[config.mk]
export PLATFORM = sky130hd
export DESIGN_NAME = acs_sequencer
export DESIGN_NICKNAME = d
export VERILOG_FILES = /design/src/hdl/acs_pkg.sv /design/src/hdl/acs_tad_gen.sv /design/src/hdl/acs_sequencer.sv
export SDC_FILE = /design/constraint.sdc
export NUM_CORES = 1
export LEC_CHECK = 0
export CAP_MARGIN = 15
export CORE_UTILIZATION = 45
export DETAILED_ROUTE_END_ITERATION = 10
export DONT_BUFFER_PORTS = 1
export PLACE_DENSITY_LB_ADDON = 0.25
export SYNTH_ARGS = -nofsm -noshare
export SYNTH_HDL_FRONTEND = slang
export SYNTH_HIERARCHICAL = 1
export SYNTH_SLANG_ARGS = --single-unit
[constraint.sdc]
create_clock -name ref_clk -period 4.2 [get_ports ref_clk]
set_input_delay 0.42 -clock ref_clk [delete_from_list [all_inputs] [get_ports ref_clk]]
set_output_delay 0.42 -clock ref_clk [all_outputs]
set_load 0.005 [all_outputs]
[src/hdl/acs_pkg.sv]
`default_nettype none
package acs_pkg;
   // ----------------------------------------
   // register offsets (byte addresses)
   // ----------------------------------------
   localparam logic [3:0] ADR_CTRL = 4'h0;
   localparam logic [3:0] ADR_RESH = 4'h4;
   localparam logic [3:0] ADR_RESL = 4'h8;
   localparam logic [3:0] ADR_STAT = 4'hC;
   localparam logic [3:0] ADR_CLR = 4'h0;
   localparam logic [3:0] ADR_IEN = 4'h4;
   localparam logic [1:0] PG_MAIN = 2'h0;
   localparam logic [1:0] PG_IRQ = 2'h1;
   // ----------------------------------------
   // control fields
   // ----------------------------------------
   localparam int CTL_GO = 1;
   localparam int CTL_ON = 0;
   localparam int CTL_JUST = 7;
   localparam int CTL_CS_LO = 2;
   localparam int STA_DONE = 6;
   localparam int RES_BITS = 10;
   localparam logic [7:0] CTL_RST = 8'h00;
   localparam logic [7:0] CTL_WMASK = 8'h9D;
   // ----------------------------------------
   // timing
   // ----------------------------------------
   localparam int ABORT_WAIT_TAD = 2;
   localparam int ACQ_TIME_NS = 20000;
   localparam int CLK_NS = 10;
   localparam int ACQ_CYC = (ACQ_TIME_NS + CLK_NS - 1) / CLK_NS;
   localparam int RC_DIV = 400;
   typedef enum logic [1:0] {ACS_IDLE, ACS_CONV, ACS_WAIT} acs_state_t;
endpackage
`default_nettype wire

[src/hdl/acs_tad_gen.sv]
`default_nettype none
module acs_tad_gen
   import acs_pkg::*;
(
   input wire logic ref_clk,
   input wire logic nrst,
   input wire logic run,
   input wire logic [2:0] clkSel,
   output logic tadTick
);
   typedef struct packed {
      logic [9:0] cnt;
      logic tick;
   } acs_tad_st_t;
   acs_tad_st_t st_q, st_d;
   logic [9:0] lim;

   // ----------------------------------------
   // divide select decode
   // ----------------------------------------
   always_comb begin
      case (clkSel)
         3'h0: lim = 10'h001;
         3'h4: lim = 10'h003;
         3'h1: lim = 10'h007;
         3'h5: lim = 10'h00F;
         3'h2: lim = 10'h01F;
         3'h6: lim = 10'h03F;
         default: lim = 10'(RC_DIV - 1);
      endcase
   end

   always_comb begin
      st_d = st_q;
      st_d.tick = 1'b0;
      if (!run) begin
         st_d.cnt = 10'h000;
      end else if (st_q.cnt >= lim) begin
         st_d.cnt = 10'h000;
         st_d.tick = 1'b1;
      end else begin
         st_d.cnt = st_q.cnt + 10'h001;
      end
   end

   always_ff @(posedge ref_clk) begin
      if (!nrst) begin
         st_q <= '0;
      end else begin
         st_q <= st_d;
      end
   end
   assign tadTick = st_q.tick;
endmodule // acs_tad_gen
`default_nettype wire

[src/hdl/acs_sequencer.sv]
`default_nettype none
module acs_sequencer
   import acs_pkg::*;
(
   input wire logic ref_clk,
   input wire logic nrst,
   input wire logic wb_cyc_i,
   input wire logic wb_stb_i,
   input wire logic wb_we_i,
   input wire logic [5:0] wb_adr_i,
   input wire logic [3:0] wb_sel_i,
   input wire logic [31:0] wb_dat_i,
   output logic [31:0] wb_dat_o,
   output logic wb_ack_o,
   output logic wb_err_o,
   input wire logic cmpIn,
   output logic sampleOn,
   output logic [9:0] dacCode,
   output logic irq
);
   typedef struct packed {
      logic [7:0] ctrl;
      logic [7:0] resHi;
      logic [7:0] resLo;
      logic [9:0] sar;
      logic [3:0] bitIdx;
      logic [1:0] waitCnt;
      acs_state_t fsm;
      logic cmp;
      logic doneSt;
      logic doneEn;
      logic ack;
      logic err;
      logic [31:0] rdat;
      logic irq;
      logic samp;
   } acs_seq_st_t;
   acs_seq_st_t st_q, st_d;
   logic tadTick;
   logic tadRun;
   logic wrReq, rdReq, goWr;
   logic [1:0] pg;
   logic [3:0] ofs;
   logic [15:0] resWord;

   acs_tad_gen u_tad (
      .ref_clk(ref_clk),
      .nrst(nrst),
      .run(tadRun),
      .clkSel(st_q.ctrl[CTL_CS_LO+2:CTL_CS_LO]),
      .tadTick(tadTick)
   );

   // ----------------------------------------
   // bus decode
   // ----------------------------------------
   assign wrReq = wb_cyc_i && wb_stb_i && wb_we_i && !st_q.ack && !st_q.err
      && wb_sel_i[0];
   assign rdReq = wb_cyc_i && wb_stb_i && !st_q.ack && !st_q.err;
   assign pg = wb_adr_i[5:4];
   assign ofs = wb_adr_i[3:0];
   assign goWr = wrReq && pg == PG_MAIN && ofs == ADR_CTRL;
   // bit clock restarts on every state change
   assign tadRun = st_q.fsm != ACS_IDLE && st_d.fsm == st_q.fsm;

   always_comb begin
      st_d = st_q;
      // comparator is same-clock logic, one register stage
      st_d.cmp = cmpIn;
      st_d.ack = 1'b0;
      st_d.err = 1'b0;
      resWord = 16'h0000;
      // ----------------------------------------
      // register writes
      // ----------------------------------------
      if (goWr) begin
         st_d.ctrl = (wb_dat_i[7:0] & CTL_WMASK) | (st_q.ctrl & ~CTL_WMASK);
         if (!wb_dat_i[CTL_GO]) begin
            st_d.ctrl[CTL_GO] = 1'b0;
         end else if (st_q.ctrl[CTL_ON] && st_q.fsm == ACS_IDLE) begin
            st_d.ctrl[CTL_GO] = 1'b1;
            st_d.fsm = ACS_CONV;
            st_d.sar = 10'h200;
            st_d.bitIdx = 4'(RES_BITS - 1);
            st_d.samp = 1'b0;
         end
      end
      if (wrReq && pg == PG_IRQ && ofs == ADR_IEN) begin
         st_d.doneEn = wb_dat_i[STA_DONE];
      end
      // ----------------------------------------
      // conversion sequence
      // ----------------------------------------
      case (st_q.fsm)
         ACS_CONV: begin
            if (!st_d.ctrl[CTL_GO]) begin
               st_d.fsm = ACS_WAIT;
               st_d.waitCnt = 2'h0;
            end else if (tadTick) begin
               if (!st_q.cmp) begin
                  st_d.sar[st_q.bitIdx] = 1'b0;
               end
               if (st_q.bitIdx == 4'h0) begin
                  resWord = {6'h00, st_d.sar};
                  if (!st_q.ctrl[CTL_JUST]) begin
                     resWord = {st_d.sar, 6'h00};
                  end
                  st_d.resHi = resWord[15:8];
                  st_d.resLo = resWord[7:0];
                  st_d.ctrl[CTL_GO] = 1'b0;
                  st_d.doneSt = 1'b1;
                  st_d.fsm = ACS_IDLE;
                  st_d.samp = st_q.ctrl[CTL_ON];
               end else begin
                  st_d.bitIdx = st_q.bitIdx - 4'h1;
                  st_d.sar[st_q.bitIdx - 4'h1] = 1'b1;
               end
            end
         end
         ACS_WAIT: begin
            if (tadTick) begin
               st_d.waitCnt = st_q.waitCnt + 2'h1;
               if (st_q.waitCnt == 2'(ABORT_WAIT_TAD - 1)) begin
                  st_d.fsm = ACS_IDLE;
                  st_d.samp = st_q.ctrl[CTL_ON];
               end
            end
         end
         default: begin
            st_d.samp = st_d.ctrl[CTL_ON] && st_d.fsm == ACS_IDLE;
         end
      endcase
      // ----------------------------------------
      // status clear, set wins
      // ----------------------------------------
      if (wrReq && pg == PG_IRQ && ofs == ADR_CLR && wb_dat_i[STA_DONE]
         && !(st_d.doneSt && !st_q.doneSt)) begin
         st_d.doneSt = 1'b0;
      end
      st_d.irq = st_d.doneSt && st_d.doneEn;
      // ----------------------------------------
      // bus answer
      // ----------------------------------------
      if (rdReq) begin
         st_d.rdat = 32'h0000_0000;
         if (pg == PG_MAIN && ofs == ADR_CTRL) begin
            st_d.rdat[7:0] = st_q.ctrl;
            st_d.ack = 1'b1;
         end else if (pg == PG_MAIN && ofs == ADR_RESH) begin
            st_d.rdat[7:0] = st_q.resHi;
            st_d.ack = 1'b1;
         end else if (pg == PG_MAIN && ofs == ADR_RESL) begin
            st_d.rdat[7:0] = st_q.resLo;
            st_d.ack = 1'b1;
         end else if (pg == PG_MAIN && ofs == ADR_STAT) begin
            st_d.rdat[STA_DONE] = st_q.doneSt;
            st_d.ack = 1'b1;
         end else if (pg == PG_IRQ && ofs == ADR_IEN) begin
            st_d.rdat[STA_DONE] = st_q.doneEn;
            st_d.ack = 1'b1;
         end else if (pg == PG_IRQ && ofs == ADR_CLR && wb_we_i) begin
            st_d.ack = 1'b1;
         end else begin
            st_d.err = 1'b1;
         end
      end
   end

   always_ff @(posedge ref_clk) begin
      if (!nrst) begin
         st_q <= '0;
         st_q.ctrl <= CTL_RST;
         st_q.fsm <= ACS_IDLE;
      end else begin
         st_q <= st_d;
      end
   end

   assign wb_dat_o = st_q.rdat;
   assign wb_ack_o = st_q.ack;
   assign wb_err_o = st_q.err;
   assign irq = st_q.irq;
   assign sampleOn = st_q.samp;
   assign dacCode = st_q.sar;
endmodule // acs_sequencer
`default_nettype wire

==> Yosys cells after proc, flatten, opt, wreduce, memory -nomap -nowiden <==
Index checks and enable logic that the tools add are counted.
{ "totals": {"reg_bits": 68, "inputBits": 48, "output_inout_bits": 46, "elab_cells": 158} }
{ "op_classes": {"add_sub_neg": 3, "n_lt_le_gt_ge": 5, "n_eq_ne": 15, "mux": 64, "n_bitwise": 7, "reduce_logical": 46} }
{ "ops": {"columns": ["operator", "count"], "rows": [
  ["2-to-1 mux 14 bit", 7],
  ["one-hot mux 9 bit (6 select lines)", 1],
  ["2-to-1 mux 10 bit", 4],
  ["2-to-1 mux 1 bit", 34],
  ["logical AND 1 bit", 28],
  ["2-to-1 mux 2 bit", 9],
  ["2-to-1 mux 16 bit", 1],
  ["2-to-1 mux 8 bit", 2],
  ["adder 10 x 1 -> 10 bit (second input constant)", 1],
  ["AND 10 bit", 1],
  [">= comparator 10 x 9 -> 1 bit", 1],
  ["< comparator 4 x 5 -> 1 bit (second input constant)", 2],
  ["inverter 10 bit", 1],
  ["OR 10 bit", 1],
  ["equality test 3 bit (second input constant)", 3],
  ["demux 1 bit (select 4 bit)", 2],
  ["equality test 4 bit (second input constant)", 2],
  [">= comparator 4 x 1 -> 1 bit (second input constant)", 2],
  ["logical NOT 4 bit", 2],
  ["OR 8 x 7 -> 8 bit", 1],
  ["one-hot mux 4 bit (2 select lines)", 1],
  ["OR reduction 7 bit", 1],
  ["equality test 2 x 1 -> 1 bit (second input constant)", 3],
  ["logical NOT 2 bit", 3],
  ["20 further kinds", 27]
]} }

==> Longest topological paths before layout <==
Gate-level depths: netlist (run 1).
{ "logic_depth": {"word_depth": 18, "mapped_depth": 13, "mapped_depth_nobuf": 12} }

==> By module <==
The synthesis (run 1) kept the hierarchy.
{ "modules_own_cells": {"columns": ["module", "n_inst", "cells_per_inst", "area_per_inst_um2", "seq_area_each_um2"], "rows": [
  ["acs_sequencer", 1, 375, 3125.5, 1101.1],
  ["acs_tad_gen", 1, 71, 626.9, 220.2]
]} }

==> Worst setup path before layout (run 1) <==
No wires, ideal clock.
{ "synth_timing": {"path_type": "input-to-reg", "start": "in wb_adr_i[5]", "end": "reg u_tad/st_q[2] (netlist name)", "setup_ns": 0.062, "t_arrival_ns": 3.054, "required_ns": 4.138, "path_slack_ns": 1.084, "stages": 13, "n_path_buf": 3, "path_cell_list": "or3_1 buf_2 or4_4 buf_6 o21a_1 nor2_1 a21oi_1 a21oi_1 nand2_1 or4_1 o31a_1 buf_6 nor2b_2"} }
{ "synth_between": {"elab_chain_cells": 12, "word_cells_on_any_way": 15, "classes_between": "1 x eq/ne; 8 x mux; 1 x bitwise; 5 x reduce/logical"} }
{ "synth_lines": {"columns": ["element", "line_no", "source"], "rows": [
  ["start: declaration", "acs_sequencer.sv:10", "input wire logic [5:0] wb_adr_i,"],
  ["logical NOT 2 bit (*)", "acs_sequencer.sv:62", "assign goWr = wrReq && pg == PG_MAIN && ofs == ADR_CTRL;"],
  ["logical AND 1 bit (*) (2 in a row)", "acs_sequencer.sv:62", null],
  ["2-to-1 mux 2 bit", "acs_sequencer.sv:76", "if (goWr) begin"],
  ["2-to-1 mux 2 bit", "acs_sequencer.sv:103", "if (st_q.bitIdx == 4'h0) begin"],
  ["2-to-1 mux 2 bit", "acs_sequencer.sv:99", "end else if (tadTick) begin"],
  ["2-to-1 mux 2 bit", "acs_sequencer.sv:96", "if (!st_d.ctrl[CTL_GO]) begin"],
  ["one-hot mux 4 bit (2 select lines) (*)", "acs_sequencer.sv:94", "case (st_q.fsm)"],
  ["equality test 2 bit (*)", "acs_sequencer.sv:64", "assign tadRun = st_q.fsm != ACS_IDLE && st_d.fsm == st_q.fsm;"],
  ["logical AND 1 bit (*)", "acs_sequencer.sv:64", null],
  ["via tadRun", "acs_sequencer.sv:40", "logic tadRun;"],
  ["inverter 1 bit (no line) (*)", null, null],
  ["OR reduction 3 bit (no line) (*)", null, null],
  ["end signal: assignment", "acs_tad_gen.sv:50", "st_q <= st_d;"],
  ["end: declaration", "acs_tad_gen.sv:15", "acs_tad_st_t st_q, st_d;"]
]} }
The timed path passes the listed nets; every way through them passes the cells marked *. The select of a mux whose other input is x is not followed.
A chain may end at the register's enable or synchronous reset.

==> Worst setup path in the final report (run 1) <==
{ "layout_timing": {"start": "reg st_q (netlist bit wb_ack_o)", "end": "reg u_tad/st_q[9] (netlist name)"} }
{ "layout_between": {"elab_chain_cells": 15, "word_cells_on_any_way": 18, "classes_between": "1 x eq/ne; 8 x mux; 1 x bitwise; 8 x reduce/logical"} }
{ "layout_lines": {"columns": ["element", "line_no", "source"], "rows": [
  ["start: declaration", "acs_sequencer.sv:38", "acs_seq_st_t st_q, st_d;"],
  ["start signal: assignment", "acs_sequencer.sv:175", "st_q <= st_d;"],
  ["logical NOT 1 bit (*)", "acs_sequencer.sv:57", "assign wrReq = wb_cyc_i && wb_stb_i && wb_we_i && !st_q.ack && !st_q.err"],
  ["logical AND 1 bit (*) (2 in a row)", "acs_sequencer.sv:57", null],
  ["logical AND 1 bit (*)", "acs_sequencer.sv:58", "&& wb_sel_i[0];"],
  ["logical AND 1 bit (*) (2 in a row)", "acs_sequencer.sv:62", null],
  ["2-to-1 mux 2 bit", "acs_sequencer.sv:76", null],
  ["2-to-1 mux 2 bit", "acs_sequencer.sv:103", null],
  ["2-to-1 mux 2 bit", "acs_sequencer.sv:99", null],
  ["2-to-1 mux 2 bit", "acs_sequencer.sv:96", null],
  ["one-hot mux 4 bit (2 select lines) (*)", "acs_sequencer.sv:94", null],
  ["equality test 2 bit (*)", "acs_sequencer.sv:64", null],
  ["logical AND 1 bit (*)", "acs_sequencer.sv:64", null],
  ["via tadRun", "acs_sequencer.sv:40", null],
  ["inverter 1 bit (no line) (*)", null, null],
  ["OR reduction 3 bit (no line) (*)", null, null]
]} }
Marked as above.

==> results of run 1 <==
sequential cells by signal, indices dropped and copies added (netlist names):
name and cells:
st_q 33, dacCode 10, u_tad/st_q 10, wb_dat_o 8
irq 1, sampleOn 1, u_tad/tadTick 1, wb_ack_o 1
wb_err_o 1
how the worst max path moves through the flow:
stage | slack, ns | startpoint | endpoint
2_1_floorplan | 1.08 | wb_adr_i[5] | u_tad/st_q[2]
3_3_place_gp | 0.84 | wb_adr_i[5] | u_tad/st_q[10]
3_5_place_dp | 0.81 | wb_adr_i[5] | u_tad/st_q[9]
4_1_cts | 0.99 | wb_ack_o | u_tad/st_q[9]
5_1_grt | 0.70 | wb_err_o | u_tad/st_q[9]
6_report | 0.94 | wb_ack_o | u_tad/st_q[9]
layout make-up:
cell class | instances | area (um2) | area share [%]
clock buffer | 11 | 131 | 3.48
clock inverter | 5 | 78.8 | 2.09
inverter | 9 | 33.8 | 0.896
multi-input combinational | 329 | 2060 | 54.7
sequential | 66 | 1320 | 35.0
tap | 102 | 128 | 3.39
timing repair buffer | 2 | 15.0 | 0.398
worst register-to-register path, cell delays in order (launching register included):
cell	delay (ns)
dfxtp_1	0.32
nand4bb_1	0.18
buf_4	0.20
or4_4	0.64
o21a_1	0.27
nor2_1	0.24
a21oi_1	0.15
a21oi_1	0.23
nand2_1	0.09
or4_1	0.47
o31a_1	0.25
nor2_1	0.15
where the power goes:
| group | switching (mW) | total, mW | internal [mW] |
|---|---|---|---|
| registers | 0.000836 | 0.627 | 0.626 |
| logic | 0.0200 | 0.0266 | 0.00664 |
| clock network | 0.247 | 0.581 | 0.334 |
kinds of logic after synthesis:
kind of cell,count (synthesis)
AOI/OAI and AO/OA,106
xor gates and xnor gates,9
adders and majority gates,17
buffers and inverters,74
DFF,66
muxes,13
other,1
and+or+nand+nor,160
metal layers:
| metal | track usage, % | vias up | share of wire, % | wire length (um) |
|---|---|---|---|---|
| met5 | 0 | - | 0 | 0 |
| li1 | - | 1484 | - | - |
| met4 | 9.74 | 0 | 1.5 | 123 |
| met2 | 31.4 | 88 | 47 | 3910 |
| met3 | 4.55 | 10 | 5.2 | 435 |
| met1 | 26.7 | 1448 | 46 | 3830 |
metrics by stage:
stage	util [%]	hold WS, ns	power (mW)	setup slack [ns]	area (um2)
after floorplan	-	0.426	0.684	1.08	3840
after CTS	47.8	0.188	1.25	0.992	3770
after global placement	45.1	0.439	0.668	0.838	3560
after detailed placement	45.1	0.443	0.668	0.809	3560
final	47.8	0.204	1.24	0.945	3770
after global routing	47.8	0.191	1.28	0.702	3770
placed cells by master, fill, tap and decap left out, types with 8 or more instances in the layout:
master,count
mux2i_1,13
nor2_1,40
o21ai_0,15
inv_1,8
a22oi_1,8
nand3_1,14
a311oi_1,8
nand2b_1,9
conb_1,24
nor3_1,11
a21oi_1,32
clkbuf_8,9
dfxtp_1,66
ha_1,17
nand2_1,37
==> metrics, run 1 <==
status=finished clean; setup bufs post-CTS=0; total die area=8710 um2; clk buf depth=2; routed len/inst=15.9 um; Routed Antenna Nets=0; post-synthesis adder-cell area fraction=5.67%; post_cts resized=0; Pins Over Slew Limit=0; RePlAce Congestion=0.860; Slew @ Worst Pin=0.796 ns; leakage power=1.34 nW; fill cell count=752; Core ar.=7890 um2; Max VDD drop=0.000187 V; Final setup viols=0; R2R Setup Slk=0.94 ns; row count=32; worst hold path type=in -> reg; CTS root buffer=clkbuf_8; sequential-to-total area share from yosys stat=35.2%; number of H-tree levels=3; # diodes=0; Post-synth EDFFs=0; max_cap viols=0; worst r2r dst=u_tad/st_q[9]; dpl cells=508; Synth Area in Compound Gates=19.4%; share of post-route cells with drive strength above 1=5.92%; Worst Hold Path Cells=1; I/O pin total=94; Distinct cells, synth=61; clk slew on worst S/H paths=0.07 ns; maximum clock rate=0.307 GHz; PwrDens=328 nW/um2; Crit path depth=11; Die Wd=93.3 um; FF-to-FF path depth=11; min-delay src=nrst; Simple-Gate Fraction of Synth Area=21.9%; initial antenna violation count=0; initial core utilization=47.6%; 1st-iter DRT viols=119; clock latency on the worst-skew pair=0.34 ns; Area Overhead vs Synth=0.467%; Crit Path Class=reg -> reg; crit path launch type=flip-flop; Crit Path Max Fanout=17; Top Family by Delay on Critical Path=simple AND/OR/NAND/NOR gates; XOR/XNOR Fraction of Synth Area=2.10%; syn avg cell area=8.41 um2; port bufs=0; Final period util=77.5%; Cells after Synth=446; hold path endpoint=st_q[45]; number of non-filler instances in the completed layout=524; Total Routed Length=8310 um; Synth area leaders=dfxtp_1, buf_4, ha_1; Fin. Hold Viols=0; detailed placement HPWL=5920 um; DRT Pass-1 Iters=4; CTS tree=yes; RR Startpoint=wb_ack_o; Hold-fix buffers, CTS=0; largest family of logic cells by synthesized area=simple AND/OR/NAND/NOR gates; top-count cell post-synth=dfxtp_1; Overflow after GRT=0; Slowest Stage Delay on Critical Path=0.64 ns; RSZ-0062 raised after global routing=false; worst endpoint required time=4.47 ns; DRC Markers=0; Synth top area share=35.2%; Min Clock Period, post-route=3.26 ns; worst-path cell chain=nand4bb_1 > buf_4 > or4_4 > o21a_1 > nor2_1 > a21oi_1 > a21oi_1 > nand2_1 > or4_1 > o31a_1 > nor2_1; worst clock skew=0.00782 ns; Synth Flop Type=dfxtp_1; routed vias/inst=5.78; Synth Cell Area=3750 um2; setup TNS=0 ns; CP Capture Type=flip-flop; vias in the first global route=2,857; first-pass GRT wire length=13,800 um; Syn. warnings=6; Final #Nets=482; post-synth top area cell=dfxtp_1; arrival time at the worst endpoint=3.53 ns; Die H=93.3 um; Max stage delay cell, worst path=or4_4; GRT Total Usage=20.3%; largest net degree at the start of global routing=47; CP Buf/Inv Count=1; Num CTS Buffers=9; top post-synthesis cells by count=dfxtp_1, buf_4, nor2_1; Rel. slew slack=46.9%; #FFs+latches synth=66; asr flop ratio synth=0%; portion of netlist area occupied by mux cells=3.47%; via count=3,030; # clock sinks=66
Power figures use the tool's default switching activity.
==> inputs of run 2 (changes only) <==
Clock period 4.2 ns to 3.34 ns, I/O delays scaled along.
==> run 2 against run 1 <==
Net effect: non-clock buffer count increased by 7; die area unchanged; clock power increased by 0.9%; first-iteration DRC count increased by 24%; register-to-register slack got worse by 0.62 ns; fmax increased by 8.0%; critical endpoint is now u_tad/st_q[8]; highest routed layer unchanged; core utilization increased by 0.17 points; worst setup slack got worse by 0.62 ns; combinational power increased by 32%.
==> metrics, run 2 (same netlist as run 1, synthesis figures left out) <==
# diodes=0 (unchanged); Die Wd=93.3 um (unchanged); post_cts resized=0 (unchanged); status=finished clean; port bufs=0 (unchanged); via count=3,035 (+0.17%); setup TNS=0 ns (unchanged); sequential cell area=1320 um2 (unchanged); R2R Setup Slk=0.32 ns (-0.62 ns); maximum clock rate=0.332 GHz (+8.0%); Slew @ Worst Pin=0.802 ns (+0.00576 ns); Die H=93.3 um (unchanged); worst clock skew=0.00624 ns (-0.00158 ns); Final WS setup=0.325 ns (-0.620 ns); crit path launch=wb_ack_o; Seq pwr share=55.9% (+5.1 points); CTS tree=yes; Final period util=90.3% (+13 points); Routed Antenna Nets=0 (unchanged); Min Clock Period, post-route=3.02 ns (-0.240 ns); Final #Nets=489 (+1.5%); Overflow after GRT=0 (unchanged); Num CTS Buffers=9 (unchanged); clk buf depth=2 (unchanged); worst endpoint required time=3.61 ns (-0.86 ns); clock latency on the worst-skew pair=0.34 ns (about the same); first-pass GRT wire length=13,600 um (-1.5%); CTS root buffer=clkbuf_8; routing usage on met1=26.0% (-0.70 points); Worst Hold Path Cells=1 (unchanged); Slowest Stage Delay on Critical Path=0.58 ns (-0.06 ns); initial antenna violation count=0 (unchanged); PwrDens=373 nW/um2 (+14%); arrival time at the worst endpoint=3.29 ns (-0.24 ns); worst-path cell chain=nand4bb_1 > or4_4 > o21a_1 > nor2_1 > a21oi_1 > a21oi_1 > nand2_1 > or4_1 > o31a_1 > nor2_1; Max VDD drop=0.000143 V (-24%); P_sw=0.327 mW (+22%); min-delay src=nrst; Rel. slew slack=46.6% (-0.31 points); CP Capture Type=flip-flop; dpl ws=0.240 ns (-0.569 ns); Crit Path Class=reg -> reg; critical path endpoint=u_tad/st_q[8]; routed vias/inst=5.72 (-1.2%); share of post-route cells with drive strength above 1=7.69% (+1.8 points); Crit Path Max Fanout=10 (-7); Total Routed Length=8220 um (-1.0%); DRC Markers=0 (unchanged); GRT Total Usage=19.9% (-0.41 points); multi-input logic area=2060 um2 (unchanged); Combinational Power Share=2.5% (+0.3 points); most frequent cells in the layout=dfxtp_1, nor2_1, nand2_1; RSZ-0062 raised after global routing=false; Final setup viols=0 (unchanged); fill cell count=791 (+5.2%); Power Total=1.41 mW (+14%); RR Startpoint=wb_ack_o; number of H-tree levels=3 (unchanged); initial core utilization=47.6% (unchanged); total die area=8710 um2 (unchanged); largest net degree at the start of global routing=47 (unchanged); clock power share=41.6% (-5.5 points); routed len/inst=15.5 um (-2.3%); Core ar.=7890 um2 (unchanged); worst hold path type=in -> reg; worst r2r dst=u_tad/st_q[8]; Sw Ratio=23.2% (+1.5 points); DRT Pass-1 Iters=4 (unchanged); crit path launch type=flip-flop; setup bufs post-CTS=0 (unchanged); max reg flops=33 (unchanged); GR Util met3=4.55% (unchanged); max_cap viols=0 (unchanged); detailed placement HPWL=5960 um (+0.64%); Hold-fix buffers, CTS=0 (unchanged); vias in the first global route=2,795 (-2.2%); Top reg by flops=st_q; FF-to-FF path depth=10 (-1); Pins Over Slew Limit=0 (unchanged); Area Overhead vs Synth=0.834%; RePlAce Congestion=0.849 (-1.3%); M2 GR Usage=31.7% (+0.31 points); I/O pin total=94 (unchanged); Pint=1.08 mW (+12%); # clock sinks=66 (unchanged); 1st-iter DRT viols=148 (+24%); grt peak-use layer=met2; row count=32 (unchanged); leakage power=1.35 nW (+0.94%); most common cell after layout, fill and taps aside=dfxtp_1; clk slew on worst S/H paths=0.07 ns (about the same); Max stage delay cell, worst path=or4_4; Fin. Hold Viols=0 (unchanged)
==> run 2: changes by cell type in the layout (fill, tap and decap cells not counted), sizes merged <==
cell,before,now
clkinvlp,0,2
bufinv,2,0
buf,2,9
==> run 2: per-layer routing <==
metal / share of wire (%) / vias to the layer above
li1: - / 1496
met3: 4.8 / 11
met2: 45 / 84
met4: 1.5 / 0
met5: 0 / -
met1: 49 / 1444
==> run 2: final cells by class <==
| type | count | area share [%] |
|---|---|---|
| Clock buffer | 11 | 3.74 |
| Timing Repair Buffer | 9 | 1.79 |
| Sequential cell | 66 | 34.9 |
| Clock inverter | 5 | 0.794 |
| Multi-Input combinational cell | 329 | 54.5 |
| Inverter | 9 | 0.893 |
| Tap cell | 102 | 3.37 |
==> run 2: through the flow <==
| step | utilization (%) | instance area [um2] | std cells | hold slack (ns) |
|---|---|---|---|---|
| 4_1_cts | 48.0 | 3780 | 531 | 0.104 |
| 3_3_place_gp | 45.8 | 3610 | 515 | 0.438 |
| 3_5_place_dp | 45.8 | 3610 | 515 | 0.444 |
| 2_1_floorplan | - | 3840 | 469 | 0.426 |
| 5_1_grt | 48.0 | 3780 | 531 | 0.0984 |
| 6_report | 48.0 | 3780 | 531 | 0.113 |
==> run 2: worst max-delay path, delay by kind of cell (launching register included) <==
kind,cells,cell delay [ns]
flip-flops,1,0.32
AO/OA/AOI/OAI,4,0.85
AND/OR/NAND/NOR,6,1.78
==> run 2: power by group through the flow <==
stage / Combinational [mW] / Sequential, mW / Clock, mW
after CTS: 0.0350 / 0.789 / 0.602
after detailed placement: 0.0348 / 0.807 / 0
final: 0.0352 / 0.789 / 0.586
after floorplan: 0.0536 / 0.807 / 0
after global routing: 0.0402 / 0.788 / 0.641
after global placement: 0.0344 / 0.807 / 0
==> run 2: worst min-delay path by stage <==
stage | slack (ns) | endpoint
CTS | 0.10 | st_q[45]
finish | 0.11 | st_q[45]
floorplan | 0.43 | u_tad/st_q[1]
global route | 0.1 | st_q[45]
detailed placement | 0.44 | st_q[70]
global placement | 0.44 | st_q[68]
